===== src/rtl/bpc_pkg.sv =====
// Package: register map, field positions and reset values of the comparator block
package bpc_pkg;
    // Register byte addresses
    localparam logic [7:0] OFF_CMP_A_EXT = 8'h00;
    localparam logic [7:0] OFF_CMP_A_HI  = 8'h04;
    localparam logic [7:0] OFF_CMP_A_LO  = 8'h08;
    localparam logic [7:0] OFF_CMP_B_EXT = 8'h0C;
    localparam logic [7:0] OFF_CMP_B_HI  = 8'h10;
    localparam logic [7:0] OFF_CMP_B_LO  = 8'h14;
    localparam logic [7:0] OFF_CTRL      = 8'h18;
    localparam logic [7:0] OFF_STATUS    = 8'h1C;
    // Control register fields
    localparam int CTRL_TRACE_EN_BIT  = 0;
    localparam int CTRL_LEGACY_EN_BIT = 1;
    localparam int CTRL_FULL_BIT      = 2;
    localparam int CTRL_A_MASK_LO_BIT = 4;
    localparam int CTRL_A_MASK_HI_BIT = 5;
    localparam int CTRL_B_MASK_LO_BIT = 6;
    localparam int CTRL_B_MASK_HI_BIT = 7;
    // Status register fields
    localparam int STAT_MATCH_A_BIT = 0;
    localparam int STAT_MATCH_B_BIT = 1;
    localparam int STAT_LEGACY_BIT  = 2;
    localparam int STAT_TRACE_BIT   = 3;
    // Extension register fields
    localparam int EXT_SEL_LO_BIT = 6;
    // Reset values
    localparam logic [7:0] RST_REG = 8'h00;
    // Mode encoding
    typedef enum logic [2:0] {
        BPC_MODE_OFF    = 3'b001,
        BPC_MODE_LEGACY = 3'b010,
        BPC_MODE_TRACE  = 3'b100
    } bpc_mode_t;
endpackage : bpc_pkg


===== src/rtl/bpc_mode_sel.sv =====
// Operating mode selection from the enable bits and secure state
`timescale 1ns/1ps
module bpc_mode_sel
    import bpc_pkg::*;
(
    input  wire logic      legacy_breakpoint_enable,
    input  wire logic      trace_debug_enable,
    input  wire logic      secure_mode,
    output bpc_pkg::bpc_mode_t mode
);
    // Legacy enable overrides; secure mode blocks trace mode
    assign mode = legacy_breakpoint_enable ? BPC_MODE_LEGACY :
                  (trace_debug_enable && !secure_mode) ? BPC_MODE_TRACE :
                  BPC_MODE_OFF;
endmodule : bpc_mode_sel


===== src/rtl/bpc_addr_cmp.sv =====
// One address comparator with mask and page handling
`timescale 1ns/1ps
module bpc_addr_cmp
    import bpc_pkg::*;
(
    input  wire logic [7:0]  ext_reg,
    input  wire logic [7:0]  hi_reg,
    input  wire logic [7:0]  lo_reg,
    input  wire logic        mask_hi,
    input  wire logic        mask_lo,
    input  wire logic        legacy,
    input  wire logic        flash_access,
    input  wire logic [15:0] core_address_bus,
    input  wire logic [21:14] expanded_address_bus,
    output wire logic        hit
);
    // Upper selector bit ignored; bit 6 picks paging outside legacy mode, flash_access picks it in legacy mode
    wire       sel_paged  = ext_reg[EXT_SEL_LO_BIT];
    wire       paged      = legacy ? flash_access : sel_paged;
    // Six page bits compared against the page window in use
    wire [5:0] ext_target = legacy ? {expanded_address_bus[19:14]}
                                   : expanded_address_bus[21:16];
    wire [7:0] hi_target  = (paged && !legacy) ? {expanded_address_bus[15:14],
                                                  core_address_bus[13:8]}
                                               : core_address_bus[15:8];
    // Legacy paged access compares only six high bits
    wire [7:0] hi_care    = (paged && legacy) ? 8'h3F : 8'hFF;
    // Mask decode: x:0 full, 0:1 ignore low, 1:1 ignore both
    wire       use_lo     = !mask_lo;
    wire       use_hi     = !(mask_hi && mask_lo);
    wire       ext_ok     = !paged || (ext_reg[5:0] == ext_target);
    wire       hi_ok      = !use_hi || (((hi_reg ^ hi_target) & hi_care) == 8'h00);
    wire       lo_ok      = !use_lo || (lo_reg == core_address_bus[7:0]);
    assign hit = ext_ok && hi_ok && lo_ok;
endmodule : bpc_addr_cmp


===== src/rtl/bpc_comparators.sv =====
// Comparators A and B with APB register access
`timescale 1ns/1ps
module bpc_comparators
    import bpc_pkg::*;
(
    input  wire logic        pclk,
    input  wire logic        presetn,
    input  wire logic        psel,
    input  wire logic        penable,
    input  wire logic        pwrite,
    input  wire logic [7:0]  paddr,
    input  wire logic [31:0] pwdata,
    output logic      [31:0] prdata,
    output logic             pready,
    output logic             pslverr,
    input  wire logic        secure_mode,
    input  wire logic        flash_access,
    input  wire logic [15:0] core_address_bus,
    input  wire logic [21:14] expanded_address_bus,
    input  wire logic [15:0] core_data_bus,
    output logic             match_a,
    output logic             match_b,
    output logic             legacy_breakpoint_mode,
    output logic             trace_debug_mode
);
    import bpc_pkg::*;

    logic [7:0] cmp_a_ext_r;
    logic [7:0] cmp_a_hi_r;
    logic [7:0] cmp_a_lo_r;
    logic [7:0] cmp_b_ext_r;
    logic [7:0] cmp_b_hi_r;
    logic [7:0] cmp_b_lo_r;
    logic [7:0] ctrl_r;
    bpc_mode_t  mode;

    // One register selected for a write in the access phase
    function automatic logic reg_we(input logic       en,
                                    input logic [7:0] a,
                                    input logic [7:0] off);
        reg_we = en && (a == off);
    endfunction : reg_we

    // Byte compare that a mask bit may switch off
    function automatic logic byte_ok(input logic       skip,
                                     input logic [7:0] want,
                                     input logic [7:0] seen);
        byte_ok = skip || (want == seen);
    endfunction : byte_ok

    // Bus decode
    wire setup_phase = psel && !penable;
    wire wr_en       = psel && penable && pwrite;
    wire known       = (paddr[1:0] == 2'b00) && (paddr <= OFF_STATUS);
    wire [7:0] wb    = pwdata[7:0];

    wire full_mode   = ctrl_r[CTRL_FULL_BIT];
    wire a_mask_hi   = ctrl_r[CTRL_A_MASK_HI_BIT];
    wire a_mask_lo   = ctrl_r[CTRL_A_MASK_LO_BIT];
    wire b_mask_hi   = ctrl_r[CTRL_B_MASK_HI_BIT];
    wire b_mask_lo   = ctrl_r[CTRL_B_MASK_LO_BIT];
    wire is_legacy   = (mode == BPC_MODE_LEGACY);
    wire is_trace    = (mode == BPC_MODE_TRACE);
    wire active      = is_legacy || is_trace;

    bpc_mode_sel u_mode (
        .legacy_breakpoint_enable (ctrl_r[CTRL_LEGACY_EN_BIT]),
        .trace_debug_enable       (ctrl_r[CTRL_TRACE_EN_BIT]),
        .secure_mode              (secure_mode),
        .mode                     (mode)
    );

    wire hit_a;
    wire hit_b_addr;

    bpc_addr_cmp u_cmp_a (
        .ext_reg              (cmp_a_ext_r),
        .hi_reg               (cmp_a_hi_r),
        .lo_reg               (cmp_a_lo_r),
        .mask_hi              (a_mask_hi),
        .mask_lo              (a_mask_lo),
        .legacy               (is_legacy),
        .flash_access         (flash_access),
        .core_address_bus     (core_address_bus),
        .expanded_address_bus (expanded_address_bus),
        .hit                  (hit_a)
    );

    bpc_addr_cmp u_cmp_b (
        .ext_reg              (cmp_b_ext_r),
        .hi_reg               (cmp_b_hi_r),
        .lo_reg               (cmp_b_lo_r),
        .mask_hi              (b_mask_hi),
        .mask_lo              (b_mask_lo),
        .legacy               (is_legacy),
        .flash_access         (flash_access),
        .core_address_bus     (core_address_bus),
        .expanded_address_bus (expanded_address_bus),
        .hit                  (hit_b_addr)
    );

    // Full mode data compare: byte masks, no extension compare
    wire data_hi_ok = byte_ok(b_mask_hi, cmp_b_hi_r, core_data_bus[15:8]);
    wire data_lo_ok = byte_ok(b_mask_lo, cmp_b_lo_r, core_data_bus[7:0]);
    wire hit_b_data = data_hi_ok && data_lo_ok;
    wire hit_b      = full_mode ? hit_b_data : hit_b_addr;

    // Read mux
    logic [7:0] rd_byte;
    always_comb
    begin
        case (paddr)
            OFF_CMP_A_EXT: rd_byte = cmp_a_ext_r;
            OFF_CMP_A_HI:  rd_byte = cmp_a_hi_r;
            OFF_CMP_A_LO:  rd_byte = cmp_a_lo_r;
            OFF_CMP_B_EXT: rd_byte = cmp_b_ext_r;
            OFF_CMP_B_HI:  rd_byte = cmp_b_hi_r;
            OFF_CMP_B_LO:  rd_byte = cmp_b_lo_r;
            OFF_CTRL:      rd_byte = ctrl_r;
            OFF_STATUS:    rd_byte = {4'h0, is_trace, is_legacy, match_b, match_a};
            default:       rd_byte = 8'h00;
        endcase
    end

    // Register write enables and next values
    wire       we_a_ext      = reg_we(wr_en, paddr, OFF_CMP_A_EXT);
    wire       we_a_hi       = reg_we(wr_en, paddr, OFF_CMP_A_HI);
    wire       we_a_lo       = reg_we(wr_en, paddr, OFF_CMP_A_LO);
    wire       we_b_ext      = reg_we(wr_en, paddr, OFF_CMP_B_EXT);
    wire       we_b_hi       = reg_we(wr_en, paddr, OFF_CMP_B_HI);
    wire       we_b_lo       = reg_we(wr_en, paddr, OFF_CMP_B_LO);
    wire       we_ctrl       = reg_we(wr_en, paddr, OFF_CTRL);
    wire [7:0] cmp_a_ext_nxt = we_a_ext ? wb : cmp_a_ext_r;
    wire [7:0] cmp_a_hi_nxt  = we_a_hi  ? wb : cmp_a_hi_r;
    wire [7:0] cmp_a_lo_nxt  = we_a_lo  ? wb : cmp_a_lo_r;
    wire [7:0] cmp_b_ext_nxt = we_b_ext ? wb : cmp_b_ext_r;
    wire [7:0] cmp_b_hi_nxt  = we_b_hi  ? wb : cmp_b_hi_r;
    wire [7:0] cmp_b_lo_nxt  = we_b_lo  ? wb : cmp_b_lo_r;
    wire [7:0] ctrl_nxt      = we_ctrl  ? wb : ctrl_r;

    // Comparator A extension register
    always_ff @(posedge pclk or negedge presetn)
    begin
        if (!presetn)
        begin
            cmp_a_ext_r <= RST_REG;
        end
        else
        begin
            cmp_a_ext_r <= cmp_a_ext_nxt;
        end
    end

    // Comparator A high register
    always_ff @(posedge pclk or negedge presetn)
    begin
        if (!presetn)
        begin
            cmp_a_hi_r <= RST_REG;
        end
        else
        begin
            cmp_a_hi_r <= cmp_a_hi_nxt;
        end
    end

    // Comparator A low register
    always_ff @(posedge pclk or negedge presetn)
    begin
        if (!presetn)
        begin
            cmp_a_lo_r <= RST_REG;
        end
        else
        begin
            cmp_a_lo_r <= cmp_a_lo_nxt;
        end
    end

    // Comparator B extension register
    always_ff @(posedge pclk or negedge presetn)
    begin
        if (!presetn)
        begin
            cmp_b_ext_r <= RST_REG;
        end
        else
        begin
            cmp_b_ext_r <= cmp_b_ext_nxt;
        end
    end

    // Comparator B high register
    always_ff @(posedge pclk or negedge presetn)
    begin
        if (!presetn)
        begin
            cmp_b_hi_r <= RST_REG;
        end
        else
        begin
            cmp_b_hi_r <= cmp_b_hi_nxt;
        end
    end

    // Comparator B low register
    always_ff @(posedge pclk or negedge presetn)
    begin
        if (!presetn)
        begin
            cmp_b_lo_r <= RST_REG;
        end
        else
        begin
            cmp_b_lo_r <= cmp_b_lo_nxt;
        end
    end

    // Control register
    always_ff @(posedge pclk or negedge presetn)
    begin
        if (!presetn)
        begin
            ctrl_r <= RST_REG;
        end
        else
        begin
            ctrl_r <= ctrl_nxt;
        end
    end

    // APB answer: ready one cycle after setup, no wait states
    wire        pready_nxt  = setup_phase;
    wire        pslverr_nxt = setup_phase && !known;
    wire [31:0] prdata_nxt  = setup_phase ? {24'h00_0000, rd_byte} : 32'h0000_0000;

    always_ff @(posedge pclk or negedge presetn)
    begin
        if (!presetn)
        begin
            pready  <= 1'b0;
            pslverr <= 1'b0;
            prdata  <= 32'h0000_0000;
        end
        else
        begin
            pready  <= pready_nxt;
            pslverr <= pslverr_nxt;
            prdata  <= prdata_nxt;
        end
    end

    // Match outputs registered each bus cycle, silent with no mode active
    wire match_a_nxt = active && hit_a;
    wire match_b_nxt = active && hit_b;

    always_ff @(posedge pclk or negedge presetn)
    begin
        if (!presetn)
        begin
            match_a <= 1'b0;
            match_b <= 1'b0;
        end
        else
        begin
            match_a <= match_a_nxt;
            match_b <= match_b_nxt;
        end
    end

    // Mode flags registered each cycle
    always_ff @(posedge pclk or negedge presetn)
    begin
        if (!presetn)
        begin
            legacy_breakpoint_mode <= 1'b0;
            trace_debug_mode       <= 1'b0;
        end
        else
        begin
            legacy_breakpoint_mode <= is_legacy;
            trace_debug_mode       <= is_trace;
        end
    end
endmodule : bpc_comparators


===== config.mk =====
export PLATFORM = sky130hd
export DESIGN_NAME = bpc_comparators
export DESIGN_NICKNAME = d
export VERILOG_FILES = /design/src/rtl/bpc_pkg.sv /design/src/rtl/bpc_mode_sel.sv /design/src/rtl/bpc_addr_cmp.sv /design/src/rtl/bpc_comparators.sv
export SDC_FILE = /design/constraint.sdc
export NUM_CORES = 1
export LEC_CHECK = 0
export BUFFER_PORTS_ARGS = -buffer_cell sky130_fd_sc_hd__buf_2
export CAP_MARGIN = 5
export CORE_MARGIN = 4
export CORE_UTILIZATION = 35
export CTS_CLUSTER_SIZE = 28
export DETAILED_ROUTE_END_ITERATION = 7
export PLACE_DENSITY = 0.66
export RECOVER_POWER = 100
export REMOVE_ABC_BUFFERS = 1
export SYNTH_ARGS = -nofsm -noshare
export SYNTH_HDL_FRONTEND = slang
export SYNTH_SLANG_ARGS = --single-unit

===== constraint.sdc =====
create_clock -name pclk -period 5.7 [get_ports pclk]
set_clock_uncertainty 0.15 [all_clocks]
set_input_delay 1.425 -clock pclk [delete_from_list [all_inputs] [get_ports pclk]]
set_output_delay 1.425 -clock pclk [all_outputs]
set_load 0.005 [all_outputs]

Word-level counts from Yosys, hierarchy flattened
Cells that the tools add are included.
{ "word_totals": {"register_bits": 70, "input_bits": 87, "elab_cells": 91} }
{ "op_classes": {"n_lt_le_gt_ge": 1, "reduce_logical": 45, "eq_ne": 15, "n_bitwise": 4, "muxes": 12} }
{ "op_table": {"columns": ["cell", "count"], "rows": [
  ["$pmux 8 s8", 1],
  ["$mux 8", 5],
  ["$eq 8x5->1 const B", 4],
  ["$eq 8x8->1", 4],
  ["$logic_and 1x1->1", 26],
  ["$logic_not 8->1", 3],
  ["$and 8x8->8", 2],
  ["$eq 8x4->1 const B", 2],
  ["$xor 8x8->8", 2],
  ["$eq 6x6->1", 2],
  ["$logic_or 1x1->1", 9],
  ["$eq 8x3->1 const B", 1],
  ["$le 8x5->1 const B", 1],
  ["$logic_not 1->1", 6],
  ["$mux 3", 2],
  ["$mux 6", 1],
  ["$eq 3x2->1 const B", 1],
  ["$eq 3x3->1 const B", 1],
  ["$mux 1", 3],
  ["$logic_not 2->1", 1]
]} }

Depth between registers and ports, before layout
Gate-level depths: netlist of the first run.
{ "depth": {"ltp_word": 16, "mapped_depth": 8, "depth_no_buf": 6} }

Modules after synthesis
From an unflattened synthesis of the first run, not the netlist that was laid out.
{ "hier_totals": {"cells_unflattened": 380, "hier_area_um2": 4349.2} }
{ "by_module_without_submodules": {"columns": ["module", "area_per_inst_um2", "seq_area_each_um2", "cells_each", "n_inst"], "rows": [
  ["bpc_comparators", 3533.4, 1751.7, 282, 1],
  ["bpc_addr_cmp", 391.6, 0.0, 47, 2],
  ["bpc_mode_sel", 32.5, 0.0, 4, 1]
]} }

Worst setup path after synthesis of the first run
Ideal clock, no wire load.
{ "synth_timing": {"kind": "input to register", "start": "input paddr[1]", "end": "register cmp_b_ext_r[0]", "path_slack_ps": 2461, "required_time_ps": 5425, "n_path_buf": 2, "t_arrival_ps": 2964, "path_stages": 7, "setup_ps": 125, "path_cell_list": "or4_4 -> nor2_8 -> and3_1 -> buf_6 -> and2_4 -> buf_6 -> mux2_4"} }
{ "synth_between": {"elab_chain_cells": 2} }
{ "synth_rtl": {"columns": ["item", "line", "text"], "rows": [
  ["from (decl)", "bpc_comparators.sv:11", "input wire logic [7:0] paddr,"],
  ["$eq 8x4->1", "bpc_comparators.sv:41", "reg_we = en && (a == off);"],
  ["$logic_and 1x1->1", "bpc_comparators.sv:41", null],
  ["to (signal assigned)", "bpc_comparators.sv:189", "cmp_b_ext_r <= cmp_b_ext_nxt;"],
  ["to (decl)", "bpc_comparators.sv:31", "logic [7:0] cmp_b_ext_r;"]
]} }
Every way passes these cells.
A chain may end at the register's enable or synchronous reset.

Worst setup path in the final report of the first run
{ "layout_timing": {"start": "input paddr[3]", "end": "register ctrl_r[1]"} }
{ "layout_between": {"elab_chain_cells": 2} }
{ "layout_rtl": {"columns": ["item", "line", "text"], "rows": [
  ["$eq 8x5->1", "bpc_comparators.sv:41", null],
  ["$logic_and 1x1->1", "bpc_comparators.sv:41", null],
  ["to (signal assigned)", "bpc_comparators.sv:228", "ctrl_r <= ctrl_nxt;"],
  ["to (decl)", "bpc_comparators.sv:34", "logic [7:0] ctrl_r;"]
]} }
Every way passes these cells.

==> out/results.tsv, run 1 <==
metric	value	unit
cts-root-buf	clkbuf_16	
final_area	0.00486	mm2
synthArstFlopShare	1.00	
peakVddDrop	0.000141	V
drt_first_pass_iters	5	
fmaxAchievable	0.247	GHz
synth-edff-count	0	
post_cts_resized	0	
clock_sinks	70	
hpwl	9330	um
comb_power_share	0.093	
rsz0062_at_grt	false	
grt.overflow.total	0	
p_sw_frac	0.241	
final_cell_mix	dfrtp_1, buf_2, mux2_2	
p_switching	0.000284	W
setup_viol	0	
startpoint_type	input pin	
clock_path_buffers	2	
cts_tree	yes	
die-area	0.0140	mm2
slew_headroom	-0.0440	
placed_cell_area	0.00465	mm2
p_int	0.000898	W
grt_pass1_wl	18800	um
setup_tns	0	ns
place_congestion	0.958	
crit_path_top_delay_cell	nor3b_1	
holdWs	0.358	ns
violations	max-capacitance violations, max-slew violations	
port-buffer-count	76	
synth_warnings	0	
critical-path-top-delay-family	simple AND/OR/NAND/NOR gates	
drv_slew	30	
pwr-share-clk	0.472	
grt_antenna_before_repair	0	
finalPower	0.00118	W
hold_buffers	0	
via_per_inst	5.33	
cap_violations	1	
num_io_pins	125	
first_global_vias	3227	
p_leak	2.38	nW
die_h	118	um
path_cells	clkbuf_1 > and2_0 > nor3b_1 > mux2_2	
cp.arrival	4.11	ns
layout-drive-gt1-share	0.300	
tightestPinTransition	1.57	ns
synthCells	376	
path_class	input pin to flop	
clk_pin_slew_worst_paths	0.05	ns
clock_latency	0.33	ns
area_growth	14.3	%
pre_cts_ws	2.14	ns
synthFlopType	dfrtp_1	
period_needed	4.05	ns
critPathBufInv	1	
ant_nets	0	
critPathMaxFanout	16	
p_per_area	243	mW/mm2
fin_ws	1.65	ns
start_util	0.364	
grtUsageTotal	0.175	
cp_data_required_time	5.76	ns
max_stage_delay	1.12	ns
drc	0	
row_count	39	
seqPwrFrac	0.434	
die_w	118	um
nFillCells	1148	
wl	12200	um
cts-htree-levels	3	
synth_area	0.00425	mm2
grt_max_degree	43	
avgSynthCellArea	11.3	um2
drt-initial-drc-count	307	
num_vias	3179	
synth_cell_type_count	48	
final_common_cell	dfrtp_1	
cts_inserted_buffers	9	
fin_crit_sh	0.710	
hold_viol	0	
antenna_cells	0	
post_cts_buffers	0	
crit_path_end_kind	flop	
core	0.0117	mm2
synth.yosys.seq_area_share	0.412	
fin_nets	535	
ys_ff_latch	70	
wl_per_cell	20.5	um
hold_class	flop to flop	
run_status	finished, violations left	
## cells by family after synthesis
group,synth area share
multiplexers,0.217
AND/OR/NAND/NOR,0.106
flip-flops,0.412
XOR/XNOR,0.132
AO/OA/AOI/OAI,0.0707
buffers and inverters,0.0618
other,0.000883
## area by class of cell
cell class | count | area, um2 | share of cell area
Multi-Input combinational cell | 288 | 2250 | 0.463
Inverter | 2 | 7.51 | 0.00155
Timing Repair Buffer | 77 | 370 | 0.0762
Tap cell | 143 | 179 | 0.0368
Sequential cell | 70 | 1750 | 0.361
Clock inverter | 5 | 58.8 | 0.0121
Clock buffer | 11 | 243 | 0.0500
## registers in the layout, indices dropped and copies added, names as in the netlist
register and count:
prdata 8, cmp_b_hi_r 8, ctrl_r 8, legacy_breakpoint_mode 1, cmp_b_ext_r 8, pslverr 1, cmp_a_hi_r 8, match_a 1
cmp_a_lo_r 8, match_b 1, trace_debug_mode 1, cmp_b_lo_r 8, cmp_a_ext_r 8, pready 1
## power by group through the flow
| stage | Combinational, W | Clock (W) | Sequential [W] |
|---|---|---|---|
| final | 0.000110 | 0.000558 | 0.000513 |
| after global routing | 0.000122 | 0.000591 | 0.000514 |
| after CTS | 0.000114 | 0.000569 | 0.000513 |
| after detailed placement | 0.000113 | 0 | 0.000522 |
| after global placement | 0.000111 | 0 | 0.000522 |
| after floorplan | 0.0000484 | 0 | 0.000519 |
## worst register-to-register path, delay by kind of cell, from the launching register on
kind                      cells  cell delay (ns)
AOI/OAI and AO/OA             2             0.24
xor gates and xnor gates      1             0.17
DFF                           1             0.84
muxes                         1             0.26
and+or+nand+nor               2             0.86
## cell usage after synthesis, drive strengths merged, types with 2 or more instances
| cell | n | area [um2] |
|---|---|---|
| dfrtp | 70 | 1750 |
| mux2 | 62 | 728 |
| xor2 | 46 | 403 |
| buf | 30 | 221 |
| nand2 | 18 | 70.1 |
| xnor2 | 18 | 158 |
| mux2i | 17 | 170 |
| nor2 | 16 | 86.3 |
| a21oi | 12 | 60.1 |
| nor4 | 10 | 77.6 |
| clkbuf | 9 | 33.8 |
| nand3 | 8 | 40.0 |
| a221oi | 5 | 43.8 |
| a22oi | 5 | 37.5 |
| and3 | 5 | 31.3 |
| nor3 | 5 | 25.0 |
| o21ai | 5 | 25.0 |
| a31oi | 4 | 25.0 |
| nor2b | 4 | 25.0 |
| a32oi | 3 | 26.3 |
| a222oi | 2 | 20.0 |
| and2 | 2 | 15.0 |
| inv | 2 | 7.51 |
| nand2b | 2 | 12.5 |
| nand4 | 2 | 12.5 |
| nor3b | 2 | 26.3 |
| o211ai | 2 | 15.0 |
| or4 | 2 | 18.8 |
## through the flow
step,instances,util
6_report,596,0.417
5_1_grt,596,0.417
4_1_cts,596,0.424
3_5_place_dp,580,0.398
3_3_place_gp,580,0.398
2_1_floorplan,360,-
## per-layer routing
metal	vias up	track usage	routed length, um
li1	1454	-	-
met3	21	0.0396	998
met5	-	0	0
met4	0	0.0571	280
met1	1539	0.249	5500
met2	165	0.265	5440
## path summary, 6_finish.rpt
kind / start / to / slack [ns] / cells past startpoint
max: paddr[3] / ctrl_r[1] / 1.65 / 4
min reg2reg: ctrl_r[3] / ctrl_r[3] / 0.36 / 1
max reg2reg: ctrl_r[1] / match_b / 3.07 / 6
min in group asynchronous: presetn / prdata[7] / 1.32 / 1
max in group asynchronous: presetn / match_b / 2.76 / 2
min: ctrl_r[3] / ctrl_r[3] / 0.36 / 1
Note: power is estimated with default switching activity, not from simulation.
==> inputs of run 2 (changes only) <==
--- a/config.mk
+++ b/config.mk
@@ -5,13 +5,14 @@
 export SDC_FILE = /design/constraint.sdc
 export NUM_CORES = 1
 export LEC_CHECK = 0
+export ABC_AREA = 1
 export BUFFER_PORTS_ARGS = -buffer_cell sky130_fd_sc_hd__buf_2
 export CAP_MARGIN = 5
 export CORE_MARGIN = 4
 export CORE_UTILIZATION = 35
 export CTS_CLUSTER_SIZE = 28
 export DETAILED_ROUTE_END_ITERATION = 7
-export PLACE_DENSITY = 0.66
+export PLACE_DENSITY = 0.65
 export RECOVER_POWER = 100
 export REMOVE_ABC_BUFFERS = 1
 export SYNTH_ARGS = -nofsm -noshare
==> constraint.sdc (replaced) <==
create_clock -name pclk -period 4.2 [get_ports pclk]
set_clock_uncertainty 0.15 [all_clocks]
set_input_delay 1.05 -clock pclk [delete_from_list [all_inputs] [get_ports pclk]]
set_output_delay 1.05 -clock pclk [all_outputs]
set_load 0.005 [all_outputs]
==> out/results.tsv, run 2 <==
metric	value	unit	change
run_status	finished clean		
yosys-top-cells-area	dfrtp_1, nand2_1, o21ai_2		
final_cell_mix	nand2_1, dfrtp_1, inv_1		
path_class	input pin to flop		
rsz0062_at_grt	false		
p_leak	2.47	nW	+3.8%
startpoint_type	input pin		
drc	0		unchanged
clock_latency	0.34	ns	about the same
drt_first_pass_iters	5		unchanged
critical-path-top-delay-family	simple AND/OR/NAND/NOR gates		
pwr-share-clk	0.497		+0.025
place_congestion	0.914		-4.6%
p_per_area	330	mW/mm2	+35%
die_w	122	um	+3.5%
cp.arrival	3.06	ns	-1.05 ns
via_per_inst	4.70		-12%
synth_area	0.00457	mm2	+7.6%
antenna_cells	0		unchanged
hold_class	flop to flop		
synthFlopType	dfrtp_1		
area_growth	11.5	%	
grtUsageTotal	0.176		+0.000903
peakVddDrop	0.000235	V	+67%
final_area	0.00510	mm2	+4.9%
yosysTopAreaCellShare	0.383		-0.0291
synthArstFlopShare	1.00		unchanged
final_common_cell	nand2_1		
cts_tree	yes		
hold_buffers	0		unchanged
placed_cell_area	0.00499	mm2	+7.3%
fin_nets	761		+42%
setup_viol	0		unchanged
p_sw_frac	0.231		-0.00934
crit_path_end_kind	flop		
cap_violations	0		-1
fin_crit_sh	0.718		
num_vias	3996		+26%
clk_pin_slew_worst_paths	0.06	ns	about the same
core	0.0127	mm2	+9.1%
cp_data_required_time	4.24	ns	-1.52 ns
p_switching	0.000388	W	+37%
clock_path_buffers	2		unchanged
die-area	0.0150	mm2	+7.1%
post_cts_resized	0		unchanged
synth_cell_type_count	34		-29%
num_io_pins	125		unchanged
critPathMaxFanout	16		unchanged
first_global_vias	3803		+18%
synthCells	597		+59%
post_cts_buffers	0		unchanged
nFillCells	1372		+20%
p_int	0.00129	W	+44%
wl	12700	um	+4.2%
synth-edff-count	0		unchanged
grt.overflow.total	0		unchanged
setup_tns	0	ns	unchanged
hpwl	9990	um	+7.0%
drv_slew	0		-100%
layout-drive-gt1-share	0.172		-0.128
ys_ff_latch	70		unchanged
hold_viol	0		unchanged
start_util	0.359		-0.00498
cts_inserted_buffers	9		unchanged
grt_pass1_wl	19800	um	+5.6%
max_stage_delay	0.58	ns	-0.54 ns
cts-root-buf	clkbuf_16		
crit_path_top_delay_cell	nor2_1		
clock_sinks	70		unchanged
grt_max_degree	27		-37%
grt_antenna_before_repair	0		unchanged
wl_per_cell	14.9	um	-27%
cts-htree-levels	3		unchanged
drt-initial-drc-count	261		-15%
fmaxAchievable	0.331	GHz	
avgSynthCellArea	7.66	um2	-32%
path_cells	buf_2 > nor2_1 > nand2_4 > nor2_1 > nand2_4 > clkinvlp_2 > nand2_1 > nand2_1 > o21ai_0		
synth.largest_area_cell	dfrtp_1		
utilization	0.401		-0.0159
critPathBufInv	2		+1
seqPwrFrac	0.413		-0.021
die_h	122	um	+3.5%
comb_power_share	0.090		-0.003
tightestPinTransition	1.36	ns	-0.205 ns
row_count	41		+5.1%
slew_headroom	0.0925		+0.136
synth_warnings	0		unchanged
period_needed	3.02	ns	
port-buffer-count	76		unchanged
yosysMostFrequentCell	nand2_1		
synthTopCellsByCount	nand2_1, dfrtp_1, inv_1		
ant_nets	0		unchanged
synth.yosys.seq_area_share	0.383		-0.0291
-- run 2: cell types whose count changed in the layout (fill, tap and decap cells not counted), moves of 15 or more --
cell and delta:
xor2_1 -39, nand3_1 +24, o21ai_0 +46, o22ai_1 +15, nor2_1 +20, mux2i_1 -17
inv_1 +65, mux2_2 -54, nand2_1 +172
-- run 2: worst paths after layout --
kind / start / end / slack (ns) / cells after the start
setup / recovery: paddr[6] / cmp_b_lo_r[0] / 1.18 / 9
hold / removal: cmp_a_lo_r[2] / cmp_a_lo_r[2] / 0.33 / 2
setup reg to reg: ctrl_r[1] / match_a / 1.89 / 9
hold reg to reg: cmp_a_lo_r[2] / cmp_a_lo_r[2] / 0.33 / 2
max in group asynchronous: presetn / cmp_a_lo_r[1] / 2.00 / 2
min in group asynchronous: presetn / cmp_b_ext_r[6] / 0.86 / 1
-- run 2: kinds of logic (layout without fill, tap and decap cells) --
family | Yosys count | count (layout) | synth area share
AO/OA/AOI/OAI | 104 | 104 | 0.146
AND/OR/NAND/NOR | 283 | 283 | 0.288
buffers and inverters | 110 | 169 | 0.127
XOR/XNOR | 29 | 29 | 0.0556
flip-flops | 70 | 70 | 0.383
other | 1 | 24 | 0.000820
-- run 2: worst min-delay path, stage by stage, from the launching register on --
cell	delay [ns]
dfrtp_1	0.34
nand2_1	0.05
o21ai_0	0.06
-- run 2: layout make-up --
type	instances	area, um2	area share
inverters	75	288	0.0565
clock buffers	11	253	0.0496
clock inverters	5	81.3	0.0160
well taps	172	215	0.0422
multi-input cells	440	2130	0.417
repair buffers	78	383	0.0751
flip-flops and latches	70	1750	0.344
-- run 2: metrics by stage --
step | hold WS, ns | total power, W | setup WS [ns] | instances
after global placement | 0.316 | 0.000869 | 1.61 | 835
after detailed placement | 0.319 | 0.000870 | 1.60 | 835
after floorplan | 0.305 | 0.000790 | 1.92 | 585
after CTS | 0.333 | 0.00171 | 1.94 | 851
final | 0.333 | 0.00168 | 1.18 | 851
after global routing | 0.382 | 0.00175 | 0.951 | 851
-- run 2: metal layers --
layer	global-route usage	wire length, um	vias up	part of all wire
met5	0	0	-	0
met4	0.0588	325	0	0.026
met3	0.0433	941	28	0.074
met2	0.278	5640	146	0.44
met1	0.237	5810	1826	0.46
li1	-	-	1996	-
-- run 2: power by group through the flow --
| stage | sequential (W) | clock [W] | combinational, W |
|---|---|---|---|
| after global placement | 0.000705 | 0 | 0.000164 |
| after floorplan | 0.000703 | 0 | 0.0000874 |
| after CTS | 0.000693 | 0.000852 | 0.000166 |
| after detailed placement | 0.000705 | 0 | 0.000165 |
| final | 0.000693 | 0.000835 | 0.000152 |
| after global routing | 0.000694 | 0.000882 | 0.000174 |
